==> config.mk <==
export PLATFORM = sky130hd
export DESIGN_NAME = dma_chain_control
export DESIGN_NICKNAME = d
export VERILOG_FILES = /design/src/chain_ctrl_pkg.sv /design/src/toggle_strobe.sv /design/src/sticky_irq.sv /design/src/dma_chain_control.sv
export SDC_FILE = /design/constraint.sdc
export NUM_CORES = 1
export LEC_CHECK = 0
export BUFFER_PORTS_ARGS = -buffer_cell sky130_fd_sc_hd__buf_2
export CAP_MARGIN = 20
export CORE_ASPECT_RATIO = 0.7
export CORE_MARGIN = 3
export CORE_UTILIZATION = 45
export CTS_BUF_LIST = sky130_fd_sc_hd__clkbuf_8
export CTS_CLUSTER_SIZE = 10
export DETAILED_ROUTE_END_ITERATION = 8
export GPL_TIMING_DRIVEN = 0
export PLACE_DENSITY_LB_ADDON = 0.15
export SYNTH_ARGS = -nofsm -noshare
export SYNTH_HDL_FRONTEND = slang
export SYNTH_SLANG_ARGS = --single-unit
==> constraint.sdc <==
create_clock -name clk_sys -period 1.9 [get_ports clk_sys]
set_clock_uncertainty 0.15 [all_clocks]
set_input_delay 0.095 -clock clk_sys [delete_from_list [all_inputs] [get_ports clk_sys]]
set_output_delay 0.095 -clock clk_sys [all_outputs]
set_load 0.005 [all_outputs]
==> src/chain_ctrl_pkg.sv <==
// Package for the descriptor chain control block: register map, fields, status layout.
// Assumes a 32-bit Avalon-MM slave whose addresses are the byte offsets themselves.
package chain_ctrl_pkg;

  localparam int unsigned ADDR_W = 6;
  localparam int unsigned PTR_W  = 16;

  localparam logic [ADDR_W-1:0] OFS_RESTART  = 6'h00;
  localparam logic [ADDR_W-1:0] OFS_STEP     = 6'h04;
  localparam logic [ADDR_W-1:0] OFS_CANCEL   = 6'h08;
  localparam logic [ADDR_W-1:0] OFS_START    = 6'h0C;
  localparam logic [ADDR_W-1:0] OFS_STATUS   = 6'h20;
  localparam logic [ADDR_W-1:0] OFS_CURRENT  = 6'h24;
  localparam logic [ADDR_W-1:0] OFS_IRQ_EN   = 6'h34;
  localparam logic [ADDR_W-1:0] OFS_IRQ_STAT = 6'h38;
  localparam logic [ADDR_W-1:0] OFS_IRQ_CLR  = 6'h3C;

  localparam int unsigned CTRL_BIT      = 0;
  localparam int unsigned STAT_WAIT_BIT = 6;
  localparam int unsigned STAT_ABORT_BIT = 8;

  localparam logic [PTR_W-1:0] START_PTR_RST = 16'h0000;
  localparam logic [31:0]      UNMAPPED_DATA = 32'h0000_0000;

  localparam int unsigned IRQ_W = 3;
  localparam int unsigned IRQ_WAIT  = 0;
  localparam int unsigned IRQ_ABORT = 1;
  localparam int unsigned IRQ_RESET = 2;

  typedef enum logic [1:0] {
    SEQ_IDLE,
    SEQ_RUN,
    SEQ_WAIT,
    SEQ_ABORT
  } seq_state_e;

  typedef struct packed {
    logic             seq_reset;
    logic             advance;
    logic             abort_start;
    logic [PTR_W-1:0] start_ptr;
  } seq_ctrl_s;

  typedef struct packed {
    logic waiting;
    logic aborting;
  } seq_stat_s;

endpackage

==> src/toggle_strobe.sv <==
// Falling-edge strobe on a stored control bit.
// Assumes the bit is a register on the same clock.
`timescale 1ns/1ps
`default_nettype none
module toggle_strobe
(
  input  wire logic clk_sys,
  input  wire logic rstn,
  input  wire logic bit_in,
  output logic      strobe
);
  logic prev_q;

  always_ff @(posedge clk_sys)
  begin
    if (!rstn)
      prev_q <= 1'b0;
    else
      prev_q <= bit_in;
  end

  // Only the one-to-zero transition acts, so a bit left high does nothing more.
  assign strobe = prev_q & ~bit_in;
endmodule
`default_nettype wire

==> src/sticky_irq.sv <==
// Sticky interrupt flags with enable mask and write-one clear.
// Assumes events and clear pulses come from the same clock.
`timescale 1ns/1ps
`default_nettype none
module sticky_irq
#(
  parameter int unsigned W = 3
)
(
  input  wire logic         clk_sys,
  input  wire logic         rstn,
  input  wire logic [W-1:0] event_in,
  input  wire logic [W-1:0] clear_in,
  input  wire logic [W-1:0] enable_in,
  output logic      [W-1:0] status,
  output logic              irq
);
  logic [W-1:0] flag_q;
  logic [W-1:0] flag_d;

  // Set wins over clear so an event in the clearing cycle is kept.
  assign flag_d = (flag_q & ~clear_in) | event_in;
  assign status = flag_q;
  assign irq    = |(flag_q & enable_in);

  always_ff @(posedge clk_sys)
  begin
    if (!rstn)
      flag_q <= '0;
    else
      flag_q <= flag_d;
  end
endmodule
`default_nettype wire

==> src/dma_chain_control.sv <==
// Control registers and chain sequencer gate of a stream-to-host DMA engine.
// Assumes an Avalon-MM master on clk_sys and an engine reporting link and drain events.
`timescale 1ns/1ps
`default_nettype none
// Operation
// - A one-then-zero write on restart bit 0 at 0x00 resets the chain sequencer.
// - After a sequencer reset the first link starts only on an advance toggle at 0x04.
// - A later link in manual mode waits until advance is toggled again.
// - A pending manual link is shown by a readable waiting flag.
// - The first advance after reset fetches the link at the start pointer.
// - A one-then-zero write on abort bit 0 at 0x08 starts an abort sequence.
// - During abort built packets still go out but no new transfer starts.
// - When all built packets are out the abort ends in a self-made sequencer reset.
// - The 16-bit start pointer at 0x0C bits 15:0 resets to zero and is read/write.
// - Status bit 6 reads one while a manual link awaits advance.
// - Status bit 8 reads one from abort start until abort completes.
// - After a reset the current link address is loaded from the start pointer.
module dma_chain_control
(
  input  wire logic                              clk_sys,
  input  wire logic                              rstn,
  input  wire logic [chain_ctrl_pkg::ADDR_W-1:0] avs_address,
  input  wire logic                              avs_read,
  input  wire logic                              avs_write,
  input  wire logic [31:0]                       avs_writedata,
  input  wire logic [3:0]                        avs_byteenable,
  output logic      [31:0]                       avs_readdata,
  output logic                                   avs_waitrequest,
  input  wire logic                              link_done,
  input  wire logic                              next_manual,
  input  wire logic                              chain_end,
  input  wire logic [chain_ctrl_pkg::PTR_W-1:0]  next_ptr,
  input  wire logic                              packets_pending,
  output logic                                   seq_reset,
  output logic                                   link_start,
  output logic      [chain_ctrl_pkg::PTR_W-1:0]  link_ptr,
  output logic                                   new_activity_en,
  output logic                                   waiting,
  output logic                                   aborting,
  output logic                                   irq
);
  chain_ctrl_pkg::seq_state_e state_q;
  chain_ctrl_pkg::seq_state_e state_d;

  logic                             restart_q;
  logic                             step_q;
  logic                             cancel_q;
  logic [chain_ctrl_pkg::PTR_W-1:0] start_ptr_q;
  logic [chain_ctrl_pkg::PTR_W-1:0] cur_ptr_q;
  logic [chain_ctrl_pkg::PTR_W-1:0] cur_ptr_d;
  logic                             ack_q;
  logic [31:0]                      rdata_q;
  logic [31:0]                      rdata_d;
  logic [chain_ctrl_pkg::IRQ_W-1:0] irq_en_q;
  logic [chain_ctrl_pkg::IRQ_W-1:0] irq_status;
  logic [chain_ctrl_pkg::IRQ_W-1:0] irq_clear;
  logic [chain_ctrl_pkg::IRQ_W-1:0] irq_event;
  logic                             restart_stb;
  logic                             step_stb;
  logic                             cancel_stb;
  logic                             abort_done;
  logic                             link_start_d;
  logic                             seq_reset_d;
  logic                             seq_reset_q;
  logic                             link_start_q;
  chain_ctrl_pkg::seq_stat_s        stat;

  // One wait cycle per access keeps read data registered.
  wire req      = avs_read | avs_write;
  // A write lands only at the edge where waitrequest is seen low, as the master expects.
  wire wr_fire  = avs_write & ack_q;
  wire rd_fire  = avs_read & ~ack_q;
  wire be0      = avs_byteenable[0];
  wire be1      = avs_byteenable[1];
  wire sel_rst  = wr_fire & be0 & (avs_address == chain_ctrl_pkg::OFS_RESTART);
  wire sel_step = wr_fire & be0 & (avs_address == chain_ctrl_pkg::OFS_STEP);
  wire sel_can  = wr_fire & be0 & (avs_address == chain_ctrl_pkg::OFS_CANCEL);
  wire sel_ptr  = wr_fire & (avs_address == chain_ctrl_pkg::OFS_START);
  wire sel_ien  = wr_fire & be0 & (avs_address == chain_ctrl_pkg::OFS_IRQ_EN);
  wire sel_iclr = wr_fire & be0 & (avs_address == chain_ctrl_pkg::OFS_IRQ_CLR);

  assign avs_waitrequest = req & ~ack_q;
  assign avs_readdata    = rdata_q;

  // Only bit 0 of each control word is stored, so the rest stay zero.
  always_ff @(posedge clk_sys)
  begin
    if (!rstn)
    begin
      restart_q   <= 1'b0;
      step_q      <= 1'b0;
      cancel_q    <= 1'b0;
      start_ptr_q <= chain_ctrl_pkg::START_PTR_RST;
      irq_en_q    <= '0;
      ack_q       <= 1'b0;
      rdata_q     <= '0;
    end
    else
    begin
      ack_q   <= req & ~ack_q;
      rdata_q <= rdata_d;
      if (sel_rst)
        restart_q <= avs_writedata[chain_ctrl_pkg::CTRL_BIT];
      if (sel_step)
        step_q <= avs_writedata[chain_ctrl_pkg::CTRL_BIT];
      if (sel_can)
        cancel_q <= avs_writedata[chain_ctrl_pkg::CTRL_BIT];
      if (sel_ptr && be0)
        start_ptr_q[7:0] <= avs_writedata[7:0];
      if (sel_ptr && be1)
        start_ptr_q[15:8] <= avs_writedata[15:8];
      if (sel_ien)
        irq_en_q <= avs_writedata[chain_ctrl_pkg::IRQ_W-1:0];
    end
  end

  assign irq_clear = sel_iclr ? avs_writedata[chain_ctrl_pkg::IRQ_W-1:0] : '0;

  always_comb
  begin
    rdata_d = chain_ctrl_pkg::UNMAPPED_DATA;
    if (rd_fire)
    begin
      unique case (avs_address)
        chain_ctrl_pkg::OFS_RESTART:  rdata_d = {31'h0, restart_q};
        chain_ctrl_pkg::OFS_STEP:     rdata_d = {31'h0, step_q};
        chain_ctrl_pkg::OFS_CANCEL:   rdata_d = {31'h0, cancel_q};
        chain_ctrl_pkg::OFS_START:    rdata_d = {16'h0, start_ptr_q};
        chain_ctrl_pkg::OFS_STATUS:
        begin
          rdata_d[chain_ctrl_pkg::STAT_WAIT_BIT]  = stat.waiting;
          rdata_d[chain_ctrl_pkg::STAT_ABORT_BIT] = stat.aborting;
        end
        chain_ctrl_pkg::OFS_CURRENT:  rdata_d = {16'h0, cur_ptr_q};
        chain_ctrl_pkg::OFS_IRQ_EN:   rdata_d = {29'h0, irq_en_q};
        chain_ctrl_pkg::OFS_IRQ_STAT: rdata_d = {29'h0, irq_status};
        default:                      rdata_d = chain_ctrl_pkg::UNMAPPED_DATA;
      endcase
    end
  end

  toggle_strobe u_restart
  (
    .clk_sys (clk_sys),
    .rstn    (rstn),
    .bit_in  (restart_q),
    .strobe  (restart_stb)
  );

  toggle_strobe u_step
  (
    .clk_sys (clk_sys),
    .rstn    (rstn),
    .bit_in  (step_q),
    .strobe  (step_stb)
  );

  toggle_strobe u_cancel
  (
    .clk_sys (clk_sys),
    .rstn    (rstn),
    .bit_in  (cancel_q),
    .strobe  (cancel_stb)
  );

  // Abort finishes once the engine has no built packet left to send.
  assign abort_done = (state_q == chain_ctrl_pkg::SEQ_ABORT) & ~packets_pending;

  always_comb
  begin
    state_d      = state_q;
    cur_ptr_d    = cur_ptr_q;
    link_start_d = 1'b0;
    seq_reset_d  = 1'b0;
    if (restart_stb || abort_done)
    begin
      // Both the software restart and the end of an abort reset the sequencer.
      state_d     = chain_ctrl_pkg::SEQ_IDLE;
      seq_reset_d = 1'b1;
      cur_ptr_d   = start_ptr_q;
    end
    else if (cancel_stb && state_q != chain_ctrl_pkg::SEQ_ABORT)
    begin
      state_d = chain_ctrl_pkg::SEQ_ABORT;
    end
    else
    begin
      unique case (state_q)
        chain_ctrl_pkg::SEQ_IDLE:
        begin
          if (step_stb)
          begin
            // The first link always needs an advance, auto or manual.
            state_d      = chain_ctrl_pkg::SEQ_RUN;
            cur_ptr_d    = start_ptr_q;
            link_start_d = 1'b1;
          end
        end
        chain_ctrl_pkg::SEQ_RUN:
        begin
          if (link_done)
          begin
            if (chain_end)
              state_d = chain_ctrl_pkg::SEQ_IDLE;
            else if (next_manual)
            begin
              state_d   = chain_ctrl_pkg::SEQ_WAIT;
              cur_ptr_d = next_ptr;
            end
            else
            begin
              cur_ptr_d    = next_ptr;
              link_start_d = 1'b1;
            end
          end
        end
        chain_ctrl_pkg::SEQ_WAIT:
        begin
          if (step_stb)
          begin
            state_d      = chain_ctrl_pkg::SEQ_RUN;
            link_start_d = 1'b1;
          end
        end
        chain_ctrl_pkg::SEQ_ABORT:
        begin
          state_d = chain_ctrl_pkg::SEQ_ABORT;
        end
      endcase
    end
  end

  // Chain end leaves the sequencer idle but not reset, so an advance alone starts the chain again at the start pointer.
  always_ff @(posedge clk_sys)
  begin
    if (!rstn)
    begin
      state_q      <= chain_ctrl_pkg::SEQ_IDLE;
      cur_ptr_q    <= chain_ctrl_pkg::START_PTR_RST;
      seq_reset_q  <= 1'b0;
      link_start_q <= 1'b0;
    end
    else
    begin
      state_q      <= state_d;
      cur_ptr_q    <= cur_ptr_d;
      seq_reset_q  <= seq_reset_d;
      link_start_q <= link_start_d;
    end
  end

  assign stat.waiting  = (state_q == chain_ctrl_pkg::SEQ_WAIT);
  assign stat.aborting = (state_q == chain_ctrl_pkg::SEQ_ABORT);

  assign seq_reset       = seq_reset_q;
  assign link_start      = link_start_q;
  assign link_ptr        = cur_ptr_q;
  assign waiting         = stat.waiting;
  assign aborting        = stat.aborting;
  assign new_activity_en = ~stat.aborting;

  assign irq_event[chain_ctrl_pkg::IRQ_WAIT]  = link_done & next_manual & ~chain_end &
                                                (state_q == chain_ctrl_pkg::SEQ_RUN);
  assign irq_event[chain_ctrl_pkg::IRQ_ABORT] = abort_done;
  assign irq_event[chain_ctrl_pkg::IRQ_RESET] = seq_reset_d;

  sticky_irq #(.W(chain_ctrl_pkg::IRQ_W)) u_irq
  (
    .clk_sys   (clk_sys),
    .rstn      (rstn),
    .event_in  (irq_event),
    .clear_in  (irq_clear),
    .enable_in (irq_en_q),
    .status    (irq_status),
    .irq       (irq)
  );
endmodule
`default_nettype wire

== After elaboration in Yosys (flattened, before gate mapping) ==
Index checks and enable logic that the tools add are counted.
W data, S select, Z words.
Storage, ports and cells
  register bits after elaboration: 81
  input bits: 66
  output and inout bits: 55
  logic and storage cells: 103
Operators by class
  equal/unequal tests: 19
  mux-type cells: 24
  bitwise operators: 30
  reductions and logical operators: 14
Operator list (count)
  $mux W16: 5
  $pmux W6 S7: 1
  $pmux W16 S2: 1
  $eq A6 B6 Y1 const B: 5
  $and A1 B1 Y1: 17
  $pmux W7 S2: 1
  $eq A6 B4 Y1 const B: 2
  $ne A3 B3 Y1 const B: 4
  $mux W2: 5
  $not A1 Y1: 8
  $and A3 B3 Y3: 2
  $eq A6 B3 Y1 const B: 1
  $logic_not A6 Y1: 1
  $pmux W1 S3: 2
  $pmux W2 S3: 1
  $reduce_or A3 Y1: 2
  $mux W1: 5
  $reduce_and A5 Y1: 1
  $eq A2 B2 Y1 const B: 2
  $ne A2 B2 Y1 const B: 2
  $ne A4 B4 Y1 const B: 1
  $pmux W1 S2: 2
  $reduce_or A2 Y1: 2
  $logic_and A1 B1 Y1: 3
  other kinds (11): 11

== Logic depth before layout (Yosys ltp) ==
Gate-level depths: netlist of run 1.
  depth in word-level cells: 7
  depth in mapped cells: 7
  mapped depth without buffers: 4

== Hierarchy ==
A second synthesis of run 1 with hierarchy kept.
Unflattened totals
  cells, all modules: 302
  area, all modules: 2949.1 um2
By module, submodules not included
  dma_chain_control: times used 1, cells each 282, area each 2725.1 um2, sequential area each 1181.1 um2
  sticky_irq: times used 1, cells each 11, area each 115.1 um2, sequential area each 60.1 um2
  toggle_strobe: times used 3, cells each 3, area each 36.3 um2, sequential area each 20.0 um2

== Worst setup path after synthesis of run 1 ==
No wires, ideal clock.
  path kind: register to register
  start point: reg state_q[0]
  end point: reg cur_ptr_q (netlist bit link_ptr[5])
  library setup time: 0.124 ns
  arrival time: 1.641 ns
  required time: 1.626 ns
  slack: -0.014 ns
  cell stages (with the launch flop): 7
  buffers on the path: 2
  period minus slack after synthesis: 1.914 ns
  cells stage by stage: dfxtp_1 or3b_1 a211oi_2 or2_2 clkbuf_2 buf_4 a21oi_1
On the way
  longest elaborated chain between the ends: 5
  elaborated cells between the ends (all ways): 16
  those cells by class: eq/ne (7); mux (3); bitwise (1); reduce/logical (5)
Ends and longest elaborated chain
  from (decl): RTL line dma_chain_control.sv:42  | chain_ctrl_pkg::seq_state_e state_q;
  from (signal assigned): RTL line dma_chain_control.sv:238  | state_q <= chain_ctrl_pkg::SEQ_IDLE;
  from (signal assigned): RTL line dma_chain_control.sv:245  | state_q <= state_d;
  $eq A2 B2 Y1: RTL line dma_chain_control.sv:167  | assign abort_done = (state_q == chain_ctrl_pkg::SEQ_ABORT) & ~packets_pending;
  $and A1 B1 Y1: RTL line dma_chain_control.sv:167
  $logic_or A1 B1 Y1: RTL line dma_chain_control.sv:175  | if (restart_stb || abort_done)
  $ne A3 B3 Y1 (no source line), or another cell as far along
  $reduce_and A5 Y1 (no source line)
  to (signal assigned): RTL line dma_chain_control.sv:239  | cur_ptr_q <= chain_ctrl_pkg::START_PTR_RST;
  to (signal assigned): RTL line dma_chain_control.sv:246  | cur_ptr_q <= cur_ptr_d;
  to (decl): RTL line dma_chain_control.sv:49  | logic [chain_ctrl_pkg::PTR_W-1:0] cur_ptr_q;
Several ways; a longest one is shown, not always the timed one. The select of a mux whose other input is x is not followed.
A chain may end at the register's enable or synchronous reset.

== Worst setup path after layout of run 1 ==
  start point: reg state_q[0]
  end point: reg cur_ptr_q (netlist bit link_ptr[9])
The elaborated chain is that of the path after synthesis.

==> results of run 1 <==
==> where the power goes <==
| group | internal, W | leakage [nW] | total (W) | switching (W) |
|---|---|---|---|---|
| registers | 0.00136 | 0.524 | 0.00137 | 0.00000214 |
| clock network | 0.000778 | 0.116 | 0.00135 | 0.000572 |
| logic | 0.000130 | 1.14 | 0.000229 | 0.0000997 |
==> per-stage QoR <==
step                power [W]  utilization (%)
floorplan             0.00148                -
global placement      0.00156             58.4
detailed placement    0.00156             58.4
CTS                   0.00294             68.1
global route          0.00304             68.8
finish                0.00295             68.9
==> cells by family (layout without fill, tap and decap cells) <==
group,Yosys count,in the layout,synth area share [%]
AOI/OAI and AO/OA,69,69,16.0
buffers and inverters,37,174,7.44
DFF,65,65,44.5
muxes,40,40,14.2
other,1,17,0.128
and+or+nand+nor,91,91,17.8
==> per-layer routing <==
| metal | up-vias | GRT usage (%) | wire length (um) |
|---|---|---|---|
| met3 | 13 | 6.74 | 666 |
| met1 | 1289 | 32.9 | 4120 |
| met5 | - | 0 | 0 |
| met2 | 136 | 35.5 | 3720 |
| li1 | 1348 | - | - |
| met4 | 0 | 7.57 | 129 |
==> final cells by class <==
cell class                 instances  area (sq um)
fill                             467          1870
multi-input combinational        216          1480
sequential                        65          1300
timing repair buffer             124           818
buffer                            30           203
clock buffer                      10           138
tap                               75          93.8
clock inverter                     6          91.3
inverter                           4          15.0
antenna                            1          2.50
==> sequential cells by signal (all words and copies together) (netlist names), 2 cells and up <==
| signal | flops |
|---|---|
| link_ptr | 16 |
| start_ptr_q | 16 |
| state_q | 2 |
| u_irq.status | 3 |
| irq_en_q | 3 |
| avs_readdata | 16 |
==> Yosys cell counts, drive strengths merged, types with 2 or more instances <==
cell / n
a22oi: 15
buf: 23
nand3: 3
a21oi: 20
a22o: 3
o21ai: 5
o31ai: 16
nand2: 10
nand2b: 3
nand3b: 4
clkbuf: 10
nor3: 7
and2: 5
mux2i: 38
a21boi: 2
dfxtp: 65
a31oi: 2
a221oi: 2
nor2: 24
nor2b: 26
inv: 4
==> layout by cell type, fill, tap and decap left out, types with 2 or more instances in the layout <==
cell type,n
nand3b_1,4
nor2_1,24
nand2b_1,3
a21oi_1,20
nor3_4,2
o31ai_1,16
buf_4,19
nor2b_1,26
dfxtp_1,65
o21ai_0,5
nor3_1,5
nand3_1,3
buf_2,87
inv_1,4
a31oi_1,2
a22o_1,3
bufinv_16,2
a21boi_0,2
clkinv_4,3
clkbuf_8,10
a22oi_1,15
dlygate4sd3_1,35
buf_6,3
a221oi_1,2
clkbuf_1,7
nand2_1,9
conb_1,16
and2_1,5
mux2i_1,38
==> what timing repair did <==
item,in CTS,in global routing
resized for setup,4,5
hold buffers,35,0
endpoints found under the hold margin,43,0
pin swaps,1,2
setup endpoints to repair,18,18
setup buffers,1,3
==> worst max-delay path, stage by stage, from the launching register on <==
cell	delay (ps)
dfxtp_1	380
or3b_4	440
a211oi_4	320
or2_4	190
buf_6	140
a21oi_1	70
==> path summary, 6_finish.rpt <==
| kind | from | to | slack (ps) | cells past startpoint |
|---|---|---|---|---|
| worst min register to register | start_ptr_q[2] | avs_readdata[2] | 350 | 2 |
| worst max register to register | state_q[0] | link_ptr[9] | 90 | 5 |
| worst min-delay path | chain_end | state_q[0] | 8 | 4 |
| worst max-delay path | state_q[0] | link_ptr[9] | 90 | 5 |
==> flow_summary.yaml, run 1 <==
power:
  leakage_nw: 1.78
  powerDensity_nw_per_um2: 711
  irDropWorstVdd_uv: 491
layout:
  area_growth_pct: 41.5
  final_area_sq_um: 4140
  fin_cells: 531
  fin_nets: 516
  layout-drive-gt1-share_pct: 30.8
synth:
  async_reset_ff_share_pct: 0
  synth-edff-count: 0
  yosysTopAreaCell: "dfxtp_1"
  synthDistinctLibCells: 41
  ys_seq_area_share_pct: 44.5
  ys.flop_type: "dfxtp_1"
  synth_warnings: 0
  syn_inst: 303
  synth_area_sq_um: 2930
  syn_avg_cell_area_sq_um: 9.66
  ys_ff_latch: 65
  yosysTopAreaCellShare_pct: 44.5
  synth_area_leaders: "dfxtp_1 (44%), mux2i_1 (13%), nor2b_1 (5.6%)"
setup_path:
  critPathRequiredTime_ps: 1990
  worstPathMaxFanout: 10
  arrival_ps: 1900
  cp-end-kind: "flop"
  worstSetupPathType: "reg -> reg"
  critPathLaunchType: "flop"
route:
  vias_per_cell: 5.25
  drc: 0
  routedWlPerCell_um: 16.3
  vias: 2786
  ant_nets: 0
  dr.pass1.iters: 5
  drtIter0Drc: 210
  routed_wl_mm: 8.64
sta:
  timing.hold.ws_ps: 8.27
  max-slew-margin-rel_pct: 29.1
  clock.fmax_mhz: 552
  finalCriticalPeriod_ps: 1810
  tightest_slew_ps: 1050
  rsz0062_at_grt: "false"
  finalSetupViolCount: 0
  min_period_over_period_pct: 95.3
  layout_setup_ws_ps: 89.0
  hold_violations: 0
  drv_slew: 0
  tns_ps: 0
global_route:
  grt_pass1_wl_mm: 13.3
  first_global_vias: 2573
  grt_max_degree: 17
  grt_use_total_pct: 23.6
  antenna_found_initial: 0
  grt_overflow: 0
clocking:
  cts_made_buffers: 9
  clkTransAtPathRegs_ps: 70
  clockBufferDepth: 2
  cts_root_buffer: "clkbuf_8"
  cts_sinks: 65
  clk_latency_ps: 350
  htree_levels: 3
  cts_tree: "built"
floorplan:
  fp.dieH_um: 73.5
  initial_core_util_pct: 48.7
  core_sq_um: 6010
  die-area_sq_um: 7520
  rows: 23
  ios: 121
  die_x_um: 102
place:
  dpl.hpwl_mm: 5.93
  placed_area_sq_um: 3510
  gp_congestion: 0.916
  io_buffer_count: 85
  pre_cts_ws_ps: -282
  placedCellCount: 478
status:
  outcome: "finished, final reports clean"
run:
  drv_cap: 0
hold_path:
  hp-class: "in -> reg"
Power figures use the tool's default switching activity.
==> run 2, diff against run 1 <==
- REMOVE_ABC_BUFFERS: default -> 1
==> run 2 against run 1 <==
- sequential power hardly changed
- largest power group unchanged
- combinational power fell by 12%
- clock power about the same
- maximum frequency up 0.88%
- clock-buffer cell count rose by 1
- critical path depth is the same
- global-route usage decreased by 1.4 points
- first-iteration DRC count is 3.3% higher
- register-to-register slack better by 20 ps
- sequential share of layout area rose by 1.0 points
- wire length shrank 6.5%
- via count is 5.7% lower
==> flow_summary.yaml, run 2 (synthesis gave the netlist of run 1 again) <==
power:
  powerDensity_nw_per_um2: 724
  leakage_nw: 1.66
  irDropWorstVdd_uv: 475
route:
  routed_wl_mm: 8.07
  drt-met1-wl_mm: 3.71
  drc: 0
  drtIter0Drc: 217
  top_layer: "met4"
  ant_nets: 0
  met3_length_um: 761
  dr.pass1.iters: 7
  vias: 2627
  met2_length_mm: 3.49
  vias_per_cell: 5.20
  routedWlPerCell_um: 16.0
floorplan:
  fp.dieH_um: 73.5
  ios: 121
  rows: 23
  initial_core_util_pct: 48.7
  die-area_sq_um: 7520
  die_x_um: 102
  core_sq_um: 6010
layout:
  mostFrequentLayoutCells: "buf_2 (85), dfxtp_1 (65), mux2i_1 (38), dlygate4sd3_1 (37), nor2b_1 (26)"
  layout-drive-gt1-share_pct: 28.4
  fin_nets: 492
  fillers: 494
  final_common_cell: "buf_2"
  utilization_pct: 66.7
  diodes: 0
  area_growth_pct: 37.0
clocking:
  cts_root_buffer: "clkbuf_8"
  cts_sinks: 65
  htree_levels: 3
  clk_latency_ps: 340
  clockBufferDepth: 2
  clkTransAtPathRegs_ps: 70
  cts_tree: "built"
  cts_made_buffers: 9
sta:
  drv_slew: 0
  max-slew-margin-rel_pct: 47.7
  hold_violations: 0
  tightest_slew_ps: 777
  tns_ps: 0
  clock.fmax_mhz: 557
  min_period_over_period_pct: 94.5
  finalSetupViolCount: 0
  finalCriticalPeriod_ps: 1800
  rsz0062_at_grt: "false"
place:
  dpl.hpwl_mm: 5.29
  gp_congestion: 0.868
  io_buffer_count: 86
setup_path:
  rr_endpoint: "link_ptr[0]"
  r2r-start: "state_q[0]"
  critPathLaunchType: "flop"
  worstPathMaxFanout: 8
  r2r_cells: 5
  reg2reg_setup_slack_ps: 100
  worstSetupPathType: "reg -> reg"
  arrival_ps: 1870
  critPathRequiredTime_ps: 1970
  cp-end-kind: "flop"
global_route:
  grt_pass1_wl_mm: 12.6
  first_global_vias: 2553
  antenna_found_initial: 0
  grt_max_degree: 50
  grt_use_total_pct: 22.2
  grt_overflow: 0
hold_path:
  hp-class: "in -> reg"
  hold_depth: 4
  hold_path_startpoint: "avs_write"
  min_to: "ack_q"
status:
  outcome: "finished, final reports clean"
run:
  drv_cap: 0
[run 2: cell types whose count changed in the layout (fill, tap and decap cells not counted), moves of 2 or more]
cell,before,now
dlygate4sd3_1,35,37
buf_2,87,85
buf_4,19,4
clkinv_4,3,1
clkbuf_1,7,0
[run 2: worst max-delay path, cell delays in order, from the launching register on]
cell      delay [ps]
dfxtp_1          370
or3b_4           430
a211oi_4         290
buf_6            160
or2_4            190
a21oi_1           80
[run 2: worst max path at each step]
stage	start	to	slack (ps)
after floorplan	state_q[0]	link_ptr[0]	-210
after global placement	state_q[0]	link_ptr[12]	-900
after detailed placement	avs_address[4]	avs_readdata[0]	-570
after CTS	state_q[0]	link_ptr[0]	40
after global routing	ack_q	irq_en_q[1]	1
final	state_q[0]	link_ptr[0]	100
[run 2: what timing repair did]
action,4_1_cts,5_1_grt
endpoints found under the setup margin,30,12
hold endpoints to repair,43,0
resized for setup,8,3
cloned,1,0
hold buffers,37,0
buffers inserted,2,2
pin swaps,2,1
[run 2: layer usage]
layer	up-vias	global-route usage [%]
li1	1292	-
met1	1197	29.6
met2	127	33.4
met3	11	7.87
met4	0	7.86
met5	-	0
[run 2: where the power goes]
group / total (W) / leakage [nW] / switching [W] / internal, W
registers: 0.00137 / 0.524 / 0.00000210 / 0.00136
clock network: 0.00133 / 0.112 / 0.000529 / 0.000805
logic: 0.000201 / 1.03 / 0.0000907 / 0.000111
[run 2: through the flow]
step | instance area [sq um] | hold slack [ps] | setup slack, ps | power, W | std cells
5_1_grt | 4010 | 29.9 | 1.04 | 0.00299 | 505
6_report | 4010 | 29.4 | 105 | 0.00290 | 505
3_5_place_dp | 3330 | 192 | -573 | 0.00153 | 448
3_3_place_gp | 3300 | 189 | -897 | 0.00153 | 446
2_1_floorplan | 2780 | 45.2 | -214 | 0.00144 | 285
4_1_cts | 3970 | 5.62 | 39.1 | 0.00292 | 503
[run 2: cell type report]
type / count / area (sq um) / area share (%)
inverter: 4 / 15.0 / 0.374
clock buffer: 11 / 151 / 3.78
clock inverter: 4 / 76.3 / 1.90
sequential: 65 / 1300 / 32.4
multi-input combinational: 217 / 1500 / 37.5
timing repair buffer: 129 / 868 / 21.7
tap: 75 / 93.8 / 2.34
==> run 3, diff against run 2 <==
- CORE_UTILIZATION: 45 -> 50
- SLEW_MARGIN: default -> 10
- clock period: 1.9 -> 1.75 ns (I/O delays scaled with it)
==> run 3 against run 2 <==
- sequential share of layout area shrank 0.42 points
- clock-buffer cell count down 2
- clock power fell by 9%
- hold slack worse by 8.1 ps
- combinational power rose by 10%
- global-route usage grew 1.8 points
- sequential power increased by 8%
- total power is 0.37% higher
- design area grew 1.7%
- largest power group unchanged
- highest routed layer unchanged
==> flow_summary.yaml, run 3 (synthesis gave the netlist of run 1 again) <==
route:
  routed_wl_mm: 8.38
  routedWlPerCell_um: 16.5
  vias_per_cell: 5.34
  ant_nets: 0
  dr.pass1.iters: 5
  vias: 2711
  drtIter0Drc: 162
  drc: 0
layout:
  layout-drive-gt1-share_pct: 31.4
  final_common_cell: "buf_2"
  fin_nets: 497
  fillers: 429
  diodes: 0
  area_growth_pct: 39.3
  mostFrequentLayoutCells: "buf_2 (85), dfxtp_1 (63), mux2i_1 (38), dlygate4sd3_1 (37), nor2b_1 (26)"
status:
  outcome: "finished, final reports clean"
power:
  powerDensity_nw_per_um2: 714
  leakage_nw: 1.69
  total_power_w: 0.00291
  irDropWorstVdd_uv: 466
setup_path:
  crit_buf_inv: 1
  reg2reg_setup_slack_ps: 20
  arrival_ps: 1800
  cp_cell_sequence: "or3b_4 > a211oi_4 > buf_6 > or2_4 > a21oi_1"
  critPathMaxStageDelay_ps: 410
  endpoint: "link_ptr[2]"
  critPathRequiredTime_ps: 1820
  critPathLaunchType: "flop"
  worstPathMaxFanout: 8
  r2r_cells: 5
  critPathLaunch: "state_q[0]"
  crit_slowest_cell: "or3b_4"
  path_delay_family: "simple AND/OR/NAND/NOR gates"
  cp-end-kind: "flop"
  r2r-start: "state_q[0]"
  rr_endpoint: "link_ptr[2]"
  worstSetupPathType: "reg -> reg"
  cp.depth: 5
sta:
  hold_violations: 0
  min_period_over_period_pct: 98.9
  tightest_slew_ps: 760
  finalSetupViolCount: 0
  max-slew-margin-rel_pct: 48.8
  clock.fmax_mhz: 578
  rsz0062_at_grt: "true"
  drv_slew: 0
  finalCriticalPeriod_ps: 1730
  tns_ps: 0
floorplan:
  core_sq_um: 5450
  fp.dieH_um: 70.0
  initial_core_util_pct: 53.7
  die_x_um: 97.4
  ios: 121
  rows: 22
  die-area_sq_um: 6820
clocking:
  cts_sinks: 65
  cts_tree: "built"
  cts_root_buffer: "clkbuf_8"
  htree_levels: 3
  clk_latency_ps: 340
  clkTransAtPathRegs_ps: 70
  clockBufferDepth: 2
  cts_made_buffers: 9
place:
  gp_congestion: 0.868
  io_buffer_count: 86
  dpl.hpwl_mm: 5.09
global_route:
  grt_use_total_pct: 24.0
  first_global_vias: 2666
  grt_pass1_wl_mm: 13.2
  antenna_found_initial: 0
  grt_max_degree: 50
  grt_overflow: 0
hold_path:
  hp-class: "in -> reg"
run:
  drv_cap: 0
run 3: cell types whose count changed in the layout (fill, tap and decap cells not counted), sizes merged:
cell,previous run,this run
buf,92,96
bufinv,2,1
clkbuf,11,9
clkinv,1,5
clkinvlp,1,0
inv,4,5
nand2,10,11
run 3: layout make-up:
| type | count | area [sq um] | area share, % |
|---|---|---|---|
| tap | 72 | 90.1 | 2.21 |
| multi-input combinational | 218 | 1550 | 38.0 |
| clock buffer | 9 | 124 | 3.04 |
| inverter | 4 | 15.0 | 0.368 |
| sequential | 65 | 1310 | 32.0 |
| clock inverter | 7 | 62.6 | 1.53 |
| timing repair buffer | 133 | 932 | 22.9 |
run 3: power breakdown:
part           switching [W]  total (W)  internal [W]
clock               0.000565    0.00121      0.000644
combinational       0.000101   0.000221      0.000119
sequential        0.00000288    0.00148       0.00148
run 3: worst register-to-register path, delay by kind of cell (launching register included):
family | cells | cell delay (ps)
buf+inv | 1 | 170
flops | 1 | 350
simple gates | 2 | 610
compound gates | 2 | 340
run 3: worst min-delay path by stage:
| stage | startpoint | to | slack, ps | depth (start not counted) |
|---|---|---|---|---|
| floorplan | avs_writedata[1] | u_irq.status[1] | 40 | 1 |
| global route | avs_write | ack_q | 40 | 4 |
| finish | avs_write | ack_q | 20 | 4 |
| global placement | avs_writedata[1] | u_irq.status[1] | 170 | 2 |
| detailed placement | avs_writedata[1] | u_irq.status[1] | 180 | 2 |
| CTS | avs_write | ack_q | 10 | 4 |
run 3: layer usage:
metal | vias to the layer above | GRT usage, % | part of all wire [%]
met4 | 0 | 7.83 | 1.6
met3 | 16 | 6.29 | 8.9
met1 | 1247 | 31.4 | 44
li1 | 1312 | - | -
met2 | 136 | 38.5 | 46
met5 | - | 0 | 0
run 3: what timing repair did:
action                                 4_1_cts  5_1_grt
pin swaps                                    5        6
setup buffers                                5        4
cloned                                       1        1
setup endpoints to repair                   43       33
gates resized for setup                     15        8
hold buffers                                37        0
endpoints found under the hold margin       44        0
run 3: through the flow:
step	utilization, %	setup WS, ps	hold slack (ps)	std cells	instance area, sq um
after detailed placement	60.8	-711	182	444	3310
after global placement	60.6	-1020	171	443	3300
after global routing	74.8	-31.7	41.3	508	4080
final	74.8	19.5	21.4	508	4080
after floorplan	-	-364	37.7	285	2780
after CTS	72.9	12.8	11.0	503	3970
